## src/common/crxbf_pkg.sv

```systemverilog
// crxbf_pkg: register map, reset values and widths of the receive buffer flag bank
// assumes APB with 32-bit data, one aligned word per register
package crxbf_pkg;
  localparam int          NUM_BUFFERS   = 32;
  localparam int          REG_WIDTH     = 16;
  localparam int          ADDR_WIDTH    = 5;
  localparam int          IDX_WIDTH     = 5;
  localparam logic [4:0]  OFF_FULL_LOW  = 5'h00;
  localparam logic [4:0]  OFF_FULL_HIGH = 5'h04;
  localparam logic [4:0]  OFF_OVF_LOW   = 5'h08;
  localparam logic [4:0]  OFF_OVF_HIGH  = 5'h0c;
  localparam logic [4:0]  OFF_IRQ_STAT  = 5'h10;
  localparam logic [4:0]  OFF_IRQ_MASK  = 5'h14;
  localparam int          IRQ_BITS      = 2;
  localparam int          IRQ_FILL_BIT  = 0;
  localparam int          IRQ_OVF_BIT   = 1;
  localparam logic [15:0] FLAGS_RESET   = 16'h0000;
  localparam logic [1:0]  IRQ_RESET     = 2'h0;
endpackage : crxbf_pkg

```

## src/common/crxbf_wr_if.sv

```systemverilog
// crxbf_wr_if: software write-clear request carried from the bus slave to a flag half
// assumes one clock domain; strobe is a single-cycle pulse
`timescale 1ns/1ps
`default_nettype none
interface crxbf_wr_if;
  logic        clr_stb;
  logic [15:0] wdata;
  logic [15:0] flags;
  modport master (output clr_stb, output wdata, input flags);
  modport slave  (input clr_stb, input wdata, output flags);
endinterface : crxbf_wr_if
`default_nettype wire

```

## src/rtl/crxbf_flag_half.sv

```systemverilog
// crxbf_flag_half: sixteen write-zero-to-clear flags, hardware set wins over clear
// assumes set pulses and clear strobe are synchronous to mclk_i
`timescale 1ns/1ps
`default_nettype none
module crxbf_flag_half #(
  parameter int WIDTH = 16
) (
  // clock and reset
  input  wire logic             mclk_i,
  input  wire logic             reset_i,
  // hardware set, one bit per buffer
  input  wire logic [WIDTH-1:0] set_i,
  // software side
  crxbf_wr_if.slave             sw
);
  always_ff @(posedge mclk_i or posedge reset_i) begin
    if (reset_i) begin
      sw.flags <= crxbf_pkg::FLAGS_RESET;
    end else if (sw.clr_stb) begin
      // zero clears, one keeps; a set in the same cycle survives
      sw.flags <= (sw.flags & sw.wdata) | set_i;
    end else begin
      sw.flags <= sw.flags | set_i;
    end
  end

  AST_SET_STICKS: assert property (@(posedge mclk_i) disable iff (reset_i)
      (set_i != '0) |=> ((sw.flags & $past(set_i)) == $past(set_i)))
    else $error("hardware set lost");
  AST_ONE_KEEPS: assert property (@(posedge mclk_i) disable iff (reset_i)
      sw.clr_stb |=> ((sw.flags & $past(sw.flags) & $past(sw.wdata))
                      == ($past(sw.flags) & $past(sw.wdata))))
    else $error("writing one changed a flag");
endmodule // crxbf_flag_half
`default_nettype wire

```

## src/rtl/crxbf_top.sv

```systemverilog
// crxbf_top: full and overflow flag bank for 32 receive buffers, with APB access
// assumes the receive engine drives a one-cycle store pulse with a buffer index
//
// Behaviour
// - store into buffer n sets full flag
// - zero clears a flag, one leaves it
// - store into full buffer sets overflow flag
// - overflow flags split like full flags
//
// The placing of the registers and the APB slave port were chosen for this implementation.
`timescale 1ns/1ps
`default_nettype none
module crxbf_top #(
  parameter int NUM_BUFFERS = crxbf_pkg::NUM_BUFFERS
) (
  // clock and reset
  input  wire logic        mclk_i,
  input  wire logic        reset_i,
  // apb slave
  input  wire logic        psel_i,
  input  wire logic        penable_i,
  input  wire logic        pwrite_i,
  input  wire logic [4:0]  paddr_i,
  input  wire logic [31:0] pwdata_i,
  output logic      [31:0] prdata_o,
  output logic             pready_o,
  output logic             pslverr_o,
  // receive engine
  input  wire logic        store_req_i,
  input  wire logic [4:0]  store_idx_i,
  output logic             store_grant_o,
  // interrupt
  output logic             irq_o
);
  ////////////////////////////////////////////////////////////////////////////
  crxbf_wr_if full_lo ();
  crxbf_wr_if full_hi ();
  crxbf_wr_if ovf_lo ();
  crxbf_wr_if ovf_hi ();

  logic [31:0] full_all;
  logic [31:0] ovf_all;
  logic [31:0] sel_onehot;
  logic        target_full;
  logic        accepted;
  logic        refused;
  logic [31:0] fill_set;
  logic [31:0] ovf_set;
  logic        wr_access;
  logic        addr_ok;
  logic [1:0]  irq_stat;
  logic [1:0]  irq_mask;

  // upper half holds buffers 16..31 in ascending order
  assign full_all = {full_hi.flags, full_lo.flags};
  assign ovf_all  = {ovf_hi.flags, ovf_lo.flags};

  ////////////////////////////////////////////////////////////////////////////
  // receive engine: grant only when the target buffer is empty
  assign sel_onehot    = 32'h00000001 << store_idx_i;
  assign target_full   = full_all[store_idx_i];
  assign accepted      = store_req_i && !target_full;
  assign refused       = store_req_i && target_full;
  // engine must not write the buffer when grant is low, so old contents stay
  assign store_grant_o = accepted;
  assign fill_set      = accepted ? sel_onehot : 32'h00000000;
  assign ovf_set       = refused ? sel_onehot : 32'h00000000;

  ////////////////////////////////////////////////////////////////////////////
  // apb decode; zero wait states
  assign wr_access = psel_i && penable_i && pwrite_i;
  assign pready_o  = 1'b1;
  assign addr_ok   = (paddr_i == crxbf_pkg::OFF_FULL_LOW) || (paddr_i == crxbf_pkg::OFF_FULL_HIGH)
                  || (paddr_i == crxbf_pkg::OFF_OVF_LOW)  || (paddr_i == crxbf_pkg::OFF_OVF_HIGH)
                  || (paddr_i == crxbf_pkg::OFF_IRQ_STAT) || (paddr_i == crxbf_pkg::OFF_IRQ_MASK);
  assign pslverr_o = psel_i && penable_i && !addr_ok;

  // software clears only by a zero write
  assign full_lo.clr_stb = wr_access && (paddr_i == crxbf_pkg::OFF_FULL_LOW);
  assign full_hi.clr_stb = wr_access && (paddr_i == crxbf_pkg::OFF_FULL_HIGH);
  assign ovf_lo.clr_stb  = wr_access && (paddr_i == crxbf_pkg::OFF_OVF_LOW);
  assign ovf_hi.clr_stb  = wr_access && (paddr_i == crxbf_pkg::OFF_OVF_HIGH);
  assign full_lo.wdata   = pwdata_i[15:0];
  assign full_hi.wdata   = pwdata_i[15:0];
  assign ovf_lo.wdata    = pwdata_i[15:0];
  assign ovf_hi.wdata    = pwdata_i[15:0];

  crxbf_flag_half #(.WIDTH(16)) u_full_lo (
    .mclk_i  (mclk_i),
    .reset_i (reset_i),
    .set_i   (fill_set[15:0]),
    .sw      (full_lo)
  );
  crxbf_flag_half #(.WIDTH(16)) u_full_hi (
    .mclk_i  (mclk_i),
    .reset_i (reset_i),
    .set_i   (fill_set[31:16]),
    .sw      (full_hi)
  );
  crxbf_flag_half #(.WIDTH(16)) u_ovf_lo (
    .mclk_i  (mclk_i),
    .reset_i (reset_i),
    .set_i   (ovf_set[15:0]),
    .sw      (ovf_lo)
  );
  crxbf_flag_half #(.WIDTH(16)) u_ovf_hi (
    .mclk_i  (mclk_i),
    .reset_i (reset_i),
    .set_i   (ovf_set[31:16]),
    .sw      (ovf_hi)
  );

  ////////////////////////////////////////////////////////////////////////////
  // interrupt: bit0 buffer filled, bit1 overflow; write one clears, set wins
  always_ff @(posedge mclk_i or posedge reset_i) begin
    if (reset_i) begin
      irq_stat <= crxbf_pkg::IRQ_RESET;
    end else begin
      irq_stat <= (irq_stat & ~((wr_access && paddr_i == crxbf_pkg::OFF_IRQ_STAT)
                                ? pwdata_i[1:0] : 2'h0))
                | {refused, accepted};
    end
  end

  always_ff @(posedge mclk_i or posedge reset_i) begin
    if (reset_i) begin
      irq_mask <= crxbf_pkg::IRQ_RESET;
    end else if (wr_access && paddr_i == crxbf_pkg::OFF_IRQ_MASK) begin
      irq_mask <= pwdata_i[1:0];
    end
  end

  assign irq_o = |(irq_stat & irq_mask);

  ////////////////////////////////////////////////////////////////////////////
  // read data registered at the setup cycle so it is stable in the access phase
  always_ff @(posedge mclk_i or posedge reset_i) begin
    if (reset_i) begin
      prdata_o <= 32'h00000000;
    end else if (psel_i && !penable_i && !pwrite_i) begin
      case (paddr_i)
        crxbf_pkg::OFF_FULL_LOW:  prdata_o <= {16'h0000, full_lo.flags};
        crxbf_pkg::OFF_FULL_HIGH: prdata_o <= {16'h0000, full_hi.flags};
        crxbf_pkg::OFF_OVF_LOW:   prdata_o <= {16'h0000, ovf_lo.flags};
        crxbf_pkg::OFF_OVF_HIGH:  prdata_o <= {16'h0000, ovf_hi.flags};
        crxbf_pkg::OFF_IRQ_STAT:  prdata_o <= {30'h0, irq_stat};
        crxbf_pkg::OFF_IRQ_MASK:  prdata_o <= {30'h0, irq_mask};
        default:                  prdata_o <= 32'h00000000;
      endcase
    end
  end

  ////////////////////////////////////////////////////////////////////////////
  AST_FILL_SETS: assert property (@(posedge mclk_i) disable iff (reset_i)
      accepted |=> full_all[$past(store_idx_i)])
    else $error("full flag not set after store");
  AST_HIGH_MAP: assert property (@(posedge mclk_i) disable iff (reset_i)
      (accepted && store_idx_i[4]) |=> full_hi.flags[$past(store_idx_i[3:0])])
    else $error("upper buffer not in second full register");
  AST_OVF_SETS: assert property (@(posedge mclk_i) disable iff (reset_i)
      (store_req_i && full_all[store_idx_i]) |=> ovf_all[$past(store_idx_i)])
    else $error("overflow flag not set");
  AST_OVF_HIGH: assert property (@(posedge mclk_i) disable iff (reset_i)
      (refused && store_idx_i[4]) |=> ovf_hi.flags[$past(store_idx_i[3:0])])
    else $error("upper overflow misplaced");
  AST_OVF_HOLDS: assert property (@(posedge mclk_i) disable iff (reset_i)
      (ovf_all[0] && !ovf_lo.clr_stb) |=> ovf_all[0])
    else $error("overflow flag dropped without clear");
  AST_FULL_CLEAR: assert property (@(posedge mclk_i) disable iff (reset_i)
      (full_lo.clr_stb && !pwdata_i[0] && !fill_set[0]) |=> !full_all[0])
    else $error("zero write did not clear full flag");
  // looks at the halves directly so a wrong index split cannot hide behind full_all
  AST_NO_GRANT_FULL: assert property (@(posedge mclk_i) disable iff (reset_i)
      (store_req_i && (store_idx_i[4] ? full_hi.flags[store_idx_i[3:0]]
                                      : full_lo.flags[store_idx_i[3:0]])) |-> !store_grant_o)
    else $error("store granted into full buffer");
  // a mask write in the same cycle may legally close the interrupt
  AST_IRQ_LEVEL: assert property (@(posedge mclk_i) disable iff (reset_i)
      (refused && irq_mask[1] && !(wr_access && paddr_i == crxbf_pkg::OFF_IRQ_MASK)) |=> irq_o)
    else $error("interrupt missing after overflow");
endmodule // crxbf_top
`default_nettype wire

```

## config.mk

```make
export PLATFORM = sky130hd
export DESIGN_NAME = crxbf_top
export DESIGN_NICKNAME = d
export VERILOG_FILES = /design/src/common/crxbf_pkg.sv /design/src/common/crxbf_wr_if.sv /design/src/rtl/crxbf_flag_half.sv /design/src/rtl/crxbf_top.sv
export SDC_FILE = /design/constraint.sdc
export NUM_CORES = 1
export LEC_CHECK = 0
export BUFFER_PORTS_ARGS = -buffer_cell sky130_fd_sc_hd__buf_2
export CAP_MARGIN = 40
export CORE_AREA = 10 10 74 139
export DETAILED_ROUTE_END_ITERATION = 8
export DIE_AREA = 0 0 84 149
export MAX_ROUTING_LAYER = met4
export PLACE_DENSITY = 0.78
export SYNTH_ARGS = -nofsm -noshare
export SYNTH_HDL_FRONTEND = slang
export SYNTH_SLANG_ARGS = --single-unit
```

## constraint.sdc

```tcl
create_clock -name mclk_i -period 3 [get_ports mclk_i]
set_input_delay 0 -clock mclk_i [delete_from_list [all_inputs] [get_ports mclk_i]]
set_output_delay 0 -clock mclk_i [all_outputs]
set_load 0.01 [all_outputs]
```

==> flow_summary.json, run 1 <==
{
  "seqPwrFrac_pct": 44.6,
  "drv_cap": 0,
  "endpoint": "store_grant_o",
  "path_cells": "mux2i_1, mux4_2, nor3b_1, or4_4, nor2_1, buf_2",
  "die_width_um": 84,
  "cts_buffers": 9,
  "worst_pin_slew_ns": 0.999,
  "drcViolationCount": 0,
  "cpMaxStageDelayCell": "or4_4",
  "vias": 3864,
  "synth_compound_area_share_pct": 24.4,
  "core_area_mm2": 0.00812,
  "fillers": 703,
  "grt_util_all_layers_pct": 21.0,
  "worstSetupPathType": "flop to output pin",
  "initial_utilization_pct": 53.7,
  "yosysSeqAreaShare_pct": 48.3,
  "stdcell_area_mm2": 0.00496,
  "final.period_utilization_pct": 72.4,
  "relSlewSlack_pct": 33.4,
  "boundaryPins": 84,
  "clk_pin_slew_ns": 0.06,
  "overflow": 0,
  "place_hpwl_um": 8740,
  "max_stage_delay_ns": 0.46,
  "route.antenna.remaining_nets": 0,
  "gp_congestion": 0.926,
  "postCtsHoldBufs": 3,
  "crit_buf_inv": 1,
  "critPathLaunchType": "flop",
  "num_antenna_cells": 0,
  "cp_max_fo": 9,
  "cts-htree-levels": 3,
  "grt_max_degree": 53,
  "powerDensity_mw_per_mm2": 684,
  "min_period_ns": 2.17,
  "final_common_cell": "o21ai_0",
  "synth_top_family_by_area": "compound AO/OA/AOI/OAI gates",
  "layout-drive-gt1-share_pct": 18.9,
  "die_h_um": 149,
  "synth.distinct_cells": 37,
  "worst-r2r-cell-count": 5,
  "finish.utilization_pct": 61.1,
  "fmax_ghz": 0.460,
  "crit_required_ns": 3.00,
  "syn_area_per_cell_um2": 9.38,
  "p_leak_uw": 0.00228,
  "nNetsFinal": 551,
  "synthSimpleGateAreaFrac_pct": 16.4,
  "swShare_pct": 27.3,
  "synth_cells": 464,
  "rsz0062_at_grt": "false",
  "status": "finished clean",
  "synthMuxAreaShare_pct": 5.17,
  "dieArea_mm2": 0.0125,
  "synth_seq_cells": 84,
  "grt_pass1_wl_um": 20600,
  "r2r_start": "u_full_hi.sw.flags[3]",
  "ctsLongestPathBuffers": 2,
  "worst_r2r_endpoint": "irq_stat[1]",
  "clock_skew_ns": 0.00393,
  "synthToLayoutAreaGrowth_pct": 13.9,
  "cts_setup_buffers": 0,
  "vdd_drop_max_mv": 0.370,
  "antenna_found_initial": 0,
  "final_cell_mix": "o21ai_0, dfrtp_1, nand2_1",
  "wl_per_cell_um": 21.3,
  "cts_resized": 0,
  "rows": 47,
  "setup.worst_path.start": "u_full_hi.sw.flags[3]",
  "finalMaxSlewViolations": 0,
  "clk_latency_ns": 0.35,
  "cts-root-buf": "clkbuf_16",
  "hp-class": "input pin to flop",
  "place_area_mm2": 0.00456,
  "power.switching_uw": 926,
  "intPower_uw": 2460,
  "synth_adder_area_share_pct": 0,
  "end_kind": "output pin",
  "viasPerCell": 6.38,
  "drt-initial-drc-count": 459,
  "tns_ns": 0,
  "grt_pass1_vias": 3920,
  "p_clk_share_pct": 40.4,
  "routed_wl_um": 12900,
  "synth_area_mm2": 0.00435,
  "rrSetupSlack_ns": 1.11,
  "cp.depth": 6,
  "comb_power_share_pct": 15.0,
  "setup_viol": 0,
  "yosys_warnings": 0,
  "drt-pass1-iter-count": 6,
  "synth-xor-area-share_pct": 0,
  "port_buffers": 50,
  "critPathTopFamily": "simple AND/OR/NAND/NOR gates",
  "finalHoldViolCount": 0,
  "cts_sinks": 84,
  "cts_tree": "yes",
  "worstPathArrival_ns": 2.17
}
==> worst reg2reg max path: cells and delay by family, from the launching register on <==
family / cells / cell delay, ns
and+or+nand+nor: 2 / 0.54
DFF: 1 / 0.40
AOI/OAI and AO/OA: 1 / 0.25
muxes: 2 / 0.59
==> sequential cells by signal, indices dropped and copies added, names as in the netlist <==
register            cells
u_ovf_hi.sw.flags      16
u_ovf_lo.sw.flags      16
irq_mask                2
u_full_hi.sw.flags     16
u_full_lo.sw.flags     16
irq_stat                2
prdata_o               16
==> per-layer routing <==
layer	track usage (%)	wire length [µm]	up-vias
met5	-	0	-
met4	8.42	439	0
met3	4.98	1320	36
met2	34.6	6240	248
met1	24.0	4890	1857
li1	-	-	1723
==> layout make-up <==
class                      instances  area (µm²)  area share [%]
clock buffer                      10         229            4.62
clock inverter                     6         136            2.75
inverter                           2        8.76           0.177
multi-input combinational        351        2060            41.6
sequential                        84        2100            42.4
tap                               98         123            2.47
timing repair buffer              55         295            5.96
==> power groups by stage <==
stage / Sequential (µW) / Combinational, µW / Clock, µW
after floorplan: 1470 / 384 / 0
after global placement: 1510 / 478 / 0
final: 1510 / 509 / 1370
after CTS: 1500 / 504 / 1370
after global routing: 1530 / 581 / 1410
after detailed placement: 1520 / 493 / 0
==> how the worst min path moves through the flow <==
stage / slack (ns) / end / cells after the start / startpoint
after floorplan: 0.12 / store_grant_o / 2 / store_req_i
after global placement: 0.07 / prdata_o[11] / 2 / reset_i
after detailed placement: 0.07 / prdata_o[9] / 2 / reset_i
after CTS: 0.00004 / u_full_lo.sw.flags[3] / 4 / pwdata_i[3]
after global routing: 0.02 / irq_stat[1] / 2 / store_req_i
final: 0.002 / u_full_lo.sw.flags[3] / 4 / pwdata_i[3]
==> logic make-up after synthesis <==
| kind of cell | after synthesis |
|---|---|
| AO/OA/AOI/OAI | 166 |
| buffers and inverters | 44 |
| flip-flops | 84 |
| multiplexers | 21 |
| other | 2 |
| AND/OR/NAND/NOR | 147 |
==> metrics by stage <==
| stage | hold WS, ns | power, µW | std cells | worst slack, ns |
|---|---|---|---|---|
| global placement | 0.0657 | 1990 | 586 | 0.945 |
| CTS | 0.0000444 | 3370 | 606 | 0.858 |
| finish | 0.00243 | 3390 | 606 | 0.827 |
| detailed placement | 0.0726 | 2020 | 587 | 0.915 |
| floorplan | 0.125 | 1850 | 479 | 0.835 |
| global route | 0.0182 | 3520 | 606 | 0.780 |
==> synthesized netlist by cell type, drive strengths merged <==
cell,count,area [µm²]
a22o,26,228
nor3,3,15.0
mux4,1,22.5
nand2,66,248
o41ai,1,8.76
o21ai,94,470
buf,21,159
and2b,1,7.51
nor3b,1,7.51
nand4,2,12.5
or3b,1,8.76
and4,2,17.5
and3,6,37.5
a32o,1,10.0
conb,2,7.51
and4b,1,10.0
nand3,7,35.0
and2,4,25.0
a22oi,33,248
mux2,2,22.5
or2,17,106
nor2b,6,37.5
o31ai,4,30.0
nand2b,4,25.0
or4b,1,10.0
clkbuf,21,78.8
dfrtp,84,2100
nor2,23,86.3
a221oi,2,17.5
a21bo,5,50.1
or4,2,22.5
mux2i,18,180
inv,2,7.51
Note: power is estimated with default switching activity, not from simulation.
==> inputs of run 2 (changes only) <==
--- a/config.mk
+++ b/config.mk
@@ -7,11 +7,11 @@
 export LEC_CHECK = 0
 export BUFFER_PORTS_ARGS = -buffer_cell sky130_fd_sc_hd__buf_2
 export CAP_MARGIN = 40
-export CORE_AREA = 10 10 74 139
+export CORE_AREA = 10 10 77 145
 export DETAILED_ROUTE_END_ITERATION = 8
-export DIE_AREA = 0 0 84 149
+export DIE_AREA = 0 0 87 155
 export MAX_ROUTING_LAYER = met4
-export PLACE_DENSITY = 0.78
+export PLACE_DENSITY = 0.75
 export SYNTH_ARGS = -nofsm -noshare
 export SYNTH_HDL_FRONTEND = slang
 export SYNTH_SLANG_ARGS = --single-unit
==> constraint.sdc (replaced) <==
create_clock -name mclk_i -period 1.8 [get_ports mclk_i]
set_input_delay 0 -clock mclk_i [delete_from_list [all_inputs] [get_ports mclk_i]]
set_output_delay 0 -clock mclk_i [all_outputs]
set_load 0.01 [all_outputs]
==> run 2 against run 1 <==
Against the previous run: the flow now finishes with violations (negative setup slack); wire length up 14%; global-route usage increased by 2.0 points; cell count increased by 6.3%; critical endpoint unchanged; largest cell class unchanged; largest power group unchanged; highest routed layer unchanged.
==> flow_summary.json, run 2 (synthesis results as in run 1) <==
{
  "status": "finished, violations left",
  "violations": "negative setup slack",
  "synthToLayoutAreaGrowth_pct": 20.1,
  "worstSetupPathType": "flop to output pin",
  "die_h_um": 155,
  "grt_pass1_wl_um": 23100,
  "drt-pass1-iter-count": 5,
  "worst_r2r_endpoint": "irq_stat[1]",
  "final.period_utilization_pct": 111,
  "setup_viol": 2,
  "holdPathEnd": "u_ovf_hi.sw.flags[15]",
  "final_cell_mix": "o21ai_0, dfrtp_1, nand2_1",
  "route.antenna.remaining_nets": 0,
  "boundaryPins": 84,
  "cpMaxStageDelayCell": "or4_4",
  "critPathTopFamily": "simple AND/OR/NAND/NOR gates",
  "crit_required_ns": 1.80,
  "viasPerCell": 6.21,
  "num_antenna_cells": 0,
  "critPathLaunchType": "flop",
  "nNetsFinal": 585,
  "power_uw": 5470,
  "vdd_drop_max_mv": 0.566,
  "finalMaxSlewViolations": 0,
  "clock_skew_ns": 0.00794,
  "antenna_found_initial": 0,
  "wl_per_cell_um": 22.8,
  "place_hpwl_um": 10700,
  "finalHoldViolCount": 0,
  "drv_cap": 0,
  "drcViolationCount": 0,
  "p_leak_uw": 0.00242,
  "pre_cts_ws_ns": -0.0287,
  "cts_tree": "yes",
  "cts_sinks": 84,
  "tns_ns": -0.315,
  "worstPathArrival_ns": 2.00,
  "relSlewSlack_pct": 66.4,
  "fmax_ghz": 0.501,
  "cts-htree-levels": 3,
  "rrSetupSlack_ns": -0.12,
  "grt_max_degree": 85,
  "drt-initial-drc-count": 462,
  "clk_latency_ns": 0.35,
  "powerDensity_mw_per_mm2": 1050,
  "layout-drive-gt1-share_pct": 24.0,
  "dp_cells": 613,
  "worst_pin_slew_ns": 0.503,
  "stdcell_count": 644,
  "rsz0062_at_grt": "true",
  "clk_pin_slew_ns": 0.07,
  "gp_congestion": 0.925,
  "grt_util_all_layers_pct": 23.0,
  "path_cells": "mux2i_1, a22oi_2, and4b_1, or4_4, nor2_1, buf_2",
  "routed_wl_um": 14700,
  "end_kind": "output pin",
  "ctsLongestPathBuffers": 2,
  "hp-start": "pwdata_i[15]",
  "cts_buffers": 9,
  "r2r_start": "u_full_hi.sw.flags[15]",
  "cp_max_fo": 2,
  "setup_slack_ns": -0.198,
  "die_width_um": 87,
  "min_period_ns": 2.00,
  "max_stage_delay_ns": 0.55,
  "port_buffers": 50,
  "worst-r2r-cell-count": 6,
  "rows": 49,
  "vias": 4002,
  "final_common_cell": "o21ai_0",
  "hp-class": "input pin to flop",
  "grt_pass1_vias": 4212,
  "overflow": 0,
  "initial_utilization_pct": 49.0,
  "hold_depth": 4,
  "core_area_mm2": 0.00889,
  "cts-root-buf": "clkbuf_16",
  "dieArea_mm2": 0.0135,
  "holdWs_ns": 0.0172,
  "crit_buf_inv": 1
}
[run 2: cell count changes in the layout (fill, tap and decap cells not counted), moves of 2 or more]
cell	delta
buf_4	+27
buf_12	+4
bufinv_16	-3
dlygate4sd3_1	+3
clkinvlp_4	+2
inv_6	+2
[run 2: metal layers]
layer,global-route usage (%),up-vias,share of wire [%]
met5,-,-,0
met4,17.4,0,7.2
met3,4.13,50,5.3
met2,38.9,198,54
met1,22.5,1958,33
li1,-,1796,-
[run 2: layout make-up]
class	instances	area, µm²
Fill cell	770	3660
Sequential cell	84	2100
Multi-Input combinational cell	351	2070
Timing Repair Buffer	89	608
Clock buffer	10	239
Tap cell	102	128
Clock inverter	6	71.3
Inverter	2	11.3
[run 2: worst reg2reg max path: stages, from the launching register on]
cell,delay [ns]
dfrtp_1,0.38
mux2i_1,0.18
a22oi_2,0.12
and4b_1,0.20
or4_4,0.55
buf_4,0.16
a22o_1,0.23
[run 2: power breakdown]
group | total (µW) | switching [µW] | internal, µW | leakage (µW)
registers | 2530 | 280 | 2250 | 0.00107
logic | 1020 | 550 | 465 | 0.00120
clock network | 1920 | 796 | 1120 | 0.000146
total | 5470 | 1630 | 3840 | 0.00242
[run 2: repair_timing]
action	CTS	global route
pin swaps	6	3
endpoints found under the setup margin	2	4
resized for setup	1	2
hold buffers	6	0
buffers inserted	7	2
endpoints found under the hold margin	95	0
[run 2: worst max-delay path by stage]
stage | from | to | depth (start not counted)
after detailed placement | u_full_hi.sw.flags[13] | irq_stat[1] | 5
after global routing | u_full_hi.sw.flags[15] | store_grant_o | 6
after CTS | u_full_lo.sw.flags[3] | store_grant_o | 6
final | u_full_hi.sw.flags[15] | store_grant_o | 6
after global placement | u_full_hi.sw.flags[15] | irq_stat[1] | 5
after floorplan | u_full_hi.sw.flags[15] | irq_stat[1] | 5
[run 2: per-stage QoR]
step	cell area (µm²)	util, %
final	5230	58.8
after global routing	5230	58.8
after CTS	5210	58.6
after detailed placement	4780	53.8
after global placement	4780	53.8
after floorplan	4410	-
==> inputs of run 3 (changes only) <==
--- a/config.mk
+++ b/config.mk
@@ -7,9 +7,10 @@
 export LEC_CHECK = 0
 export BUFFER_PORTS_ARGS = -buffer_cell sky130_fd_sc_hd__buf_2
 export CAP_MARGIN = 40
-export CORE_AREA = 10 10 77 145
+export CORE_AREA = 2 2 69 137
 export DETAILED_ROUTE_END_ITERATION = 8
-export DIE_AREA = 0 0 87 155
+export DIE_AREA = 0 0 71 139
+export HOLD_SLACK_MARGIN = 0.03
 export MAX_ROUTING_LAYER = met4
 export PLACE_DENSITY = 0.75
 export SYNTH_ARGS = -nofsm -noshare
==> run 3 against run 2 <==
Against the previous run: the flow still finishes with violations (negative setup slack); critical endpoint unchanged; largest power group unchanged; die area is 27% lower; count of clock-buffer cells in the layout is 1 higher; clock power is 2% lower; critical path depth stayed put; register-to-register slack hardly changed.
==> flow_summary.json, run 3 (synthesis results as in run 1) <==
{
  "viasPerCell": 6.19,
  "die_h_um": 139,
  "clock_skew_ns": 0.00717,
  "num_antenna_cells": 0,
  "end_kind": "output pin",
  "layout-drive-gt1-share_pct": 23.7,
  "stdcell_area_mm2": 0.00525,
  "fillers": 797,
  "grt_max_degree": 85,
  "die_width_um": 71,
  "antenna_found_initial": 0,
  "cts-htree-levels": 3,
  "worstPathArrival_ns": 2.00,
  "final_cell_mix": "o21ai_0, dfrtp_1, nand2_1",
  "nNetsFinal": 588,
  "clk_pin_slew_ns": 0.06,
  "routed_wl_um": 13800,
  "max_stage_delay_ns": 0.52,
  "crit_required_ns": 1.80,
  "min_period_ns": 2.00,
  "drv_cap": 0,
  "cts-root-buf": "clkbuf_16",
  "drt-pass1-iter-count": 5,
  "rsz0062_at_grt": "true",
  "gp_congestion": 0.938,
  "ctsLongestPathBuffers": 2,
  "rows": 49,
  "cpMaxStageDelayCell": "or4_4",
  "setup_viol": 2,
  "critPathTopFamily": "simple AND/OR/NAND/NOR gates",
  "vdd_drop_max_mv": 0.585,
  "place_hpwl_um": 10100,
  "drt-initial-drc-count": 325,
  "holdWs_ns": 0.0318,
  "clk_latency_ns": 0.34,
  "path_cells": "mux2i_1, a22oi_2, and4b_1, or4_4, nor2_1, buf_2",
  "finalHoldViolCount": 0,
  "finalMaxSlewViolations": 0,
  "grt_pass1_wl_um": 21700,
  "final_common_cell": "o21ai_0",
  "place_area_mm2": 0.00479,
  "pre_cts_ws_ns": -0.0627,
  "grt_pass1_vias": 4139,
  "hp-class": "input pin to flop",
  "drcViolationCount": 0,
  "cts_buffers": 9,
  "initial_utilization_pct": 49.0,
  "worstSetupPathType": "flop to output pin",
  "fmax_ghz": 0.501,
  "cts_tree": "yes",
  "power_uw": 5400,
  "setup_slack_ns": -0.196,
  "vias": 4006,
  "finish.utilization_pct": 59.0,
  "critPathLaunchType": "flop",
  "route.antenna.remaining_nets": 0,
  "cp_max_fo": 2,
  "boundaryPins": 84,
  "violations": "negative setup slack",
  "dieArea_mm2": 0.00987,
  "wl_per_cell_um": 21.4,
  "p_leak_uw": 0.00243,
  "crit_buf_inv": 1,
  "final.period_utilization_pct": 111,
  "synthToLayoutAreaGrowth_pct": 20.5,
  "port_buffers": 50,
  "core_area_mm2": 0.00889,
  "overflow": 0,
  "powerDensity_mw_per_mm2": 1030,
  "status": "finished, violations left",
  "cts_sinks": 84,
  "grt_util_all_layers_pct": 30.1
}
[run 3: worst min-delay path: stages]
cell and delay, ns:
buf_2 0.07, or2_2 0.12, o21ai_0 0.07, o21ai_0 0.07
[run 3: metrics by stage]
| step | setup TNS (ns) | std cells |
|---|---|---|
| floorplan | 0 | 479 |
| global placement | -0.0550 | 616 |
| detailed placement | -0.0627 | 616 |
| CTS | -0.225 | 645 |
| global route | -0.449 | 647 |
| finish | -0.309 | 647 |
[run 3: layout make-up]
type                       count  area (µm²)  share of cell area (%)
clock buffer                  11         243                    4.63
sequential                    84        2100                    40.1
inverter                       2        11.3                   0.215
clock inverter                 5        61.3                    1.17
tap                          102         128                    2.43
timing repair buffer          92         628                    12.0
multi-input combinational    351        2070                    39.5
[run 3: final timing paths]
check / startpoint / endpoint / slack [ns] / cells past startpoint
setup / recovery: u_full_hi.sw.flags[15] / store_grant_o / -0.20 / 6
hold / removal: pwdata_i[9] / u_ovf_hi.sw.flags[9] / 0.03 / 4
setup reg to reg: u_full_hi.sw.flags[15] / irq_stat[1] / -0.11 / 6
hold reg to reg: u_ovf_hi.sw.flags[2] / u_ovf_hi.sw.flags[2] / 0.49 / 2
max in group asynchronous: reset_i / u_ovf_hi.sw.flags[14] / 1.11 / 4
min in group asynchronous: reset_i / prdata_o[7] / 0.31 / 4
[run 3: repair_timing]
item	in CTS	in global routing
endpoints found under the setup margin	2	6
cloned	0	0
resized for setup	1	3
pin swaps	5	2
setup buffers	3	2
hold endpoints to repair	98	0
hold buffers	10	0
[run 3: metal layers]
metal	up-vias	part of all wire [%]	GRT usage [%]	routed length (µm)
met3	73	5.0	3.85	697
met2	183	52	49.7	7230
li1	1797	-	-	-
met1	1953	32	29.8	4480
met5	-	0	-	0
met4	0	10	26.9	1420
[run 3: power breakdown]
| part | switching [µW] | total (µW) | internal [µW] |
|---|---|---|---|
| Clock | 763 | 1880 | 1120 |
| Sequential | 282 | 2540 | 2260 |
| Combinational | 533 | 979 | 446 |
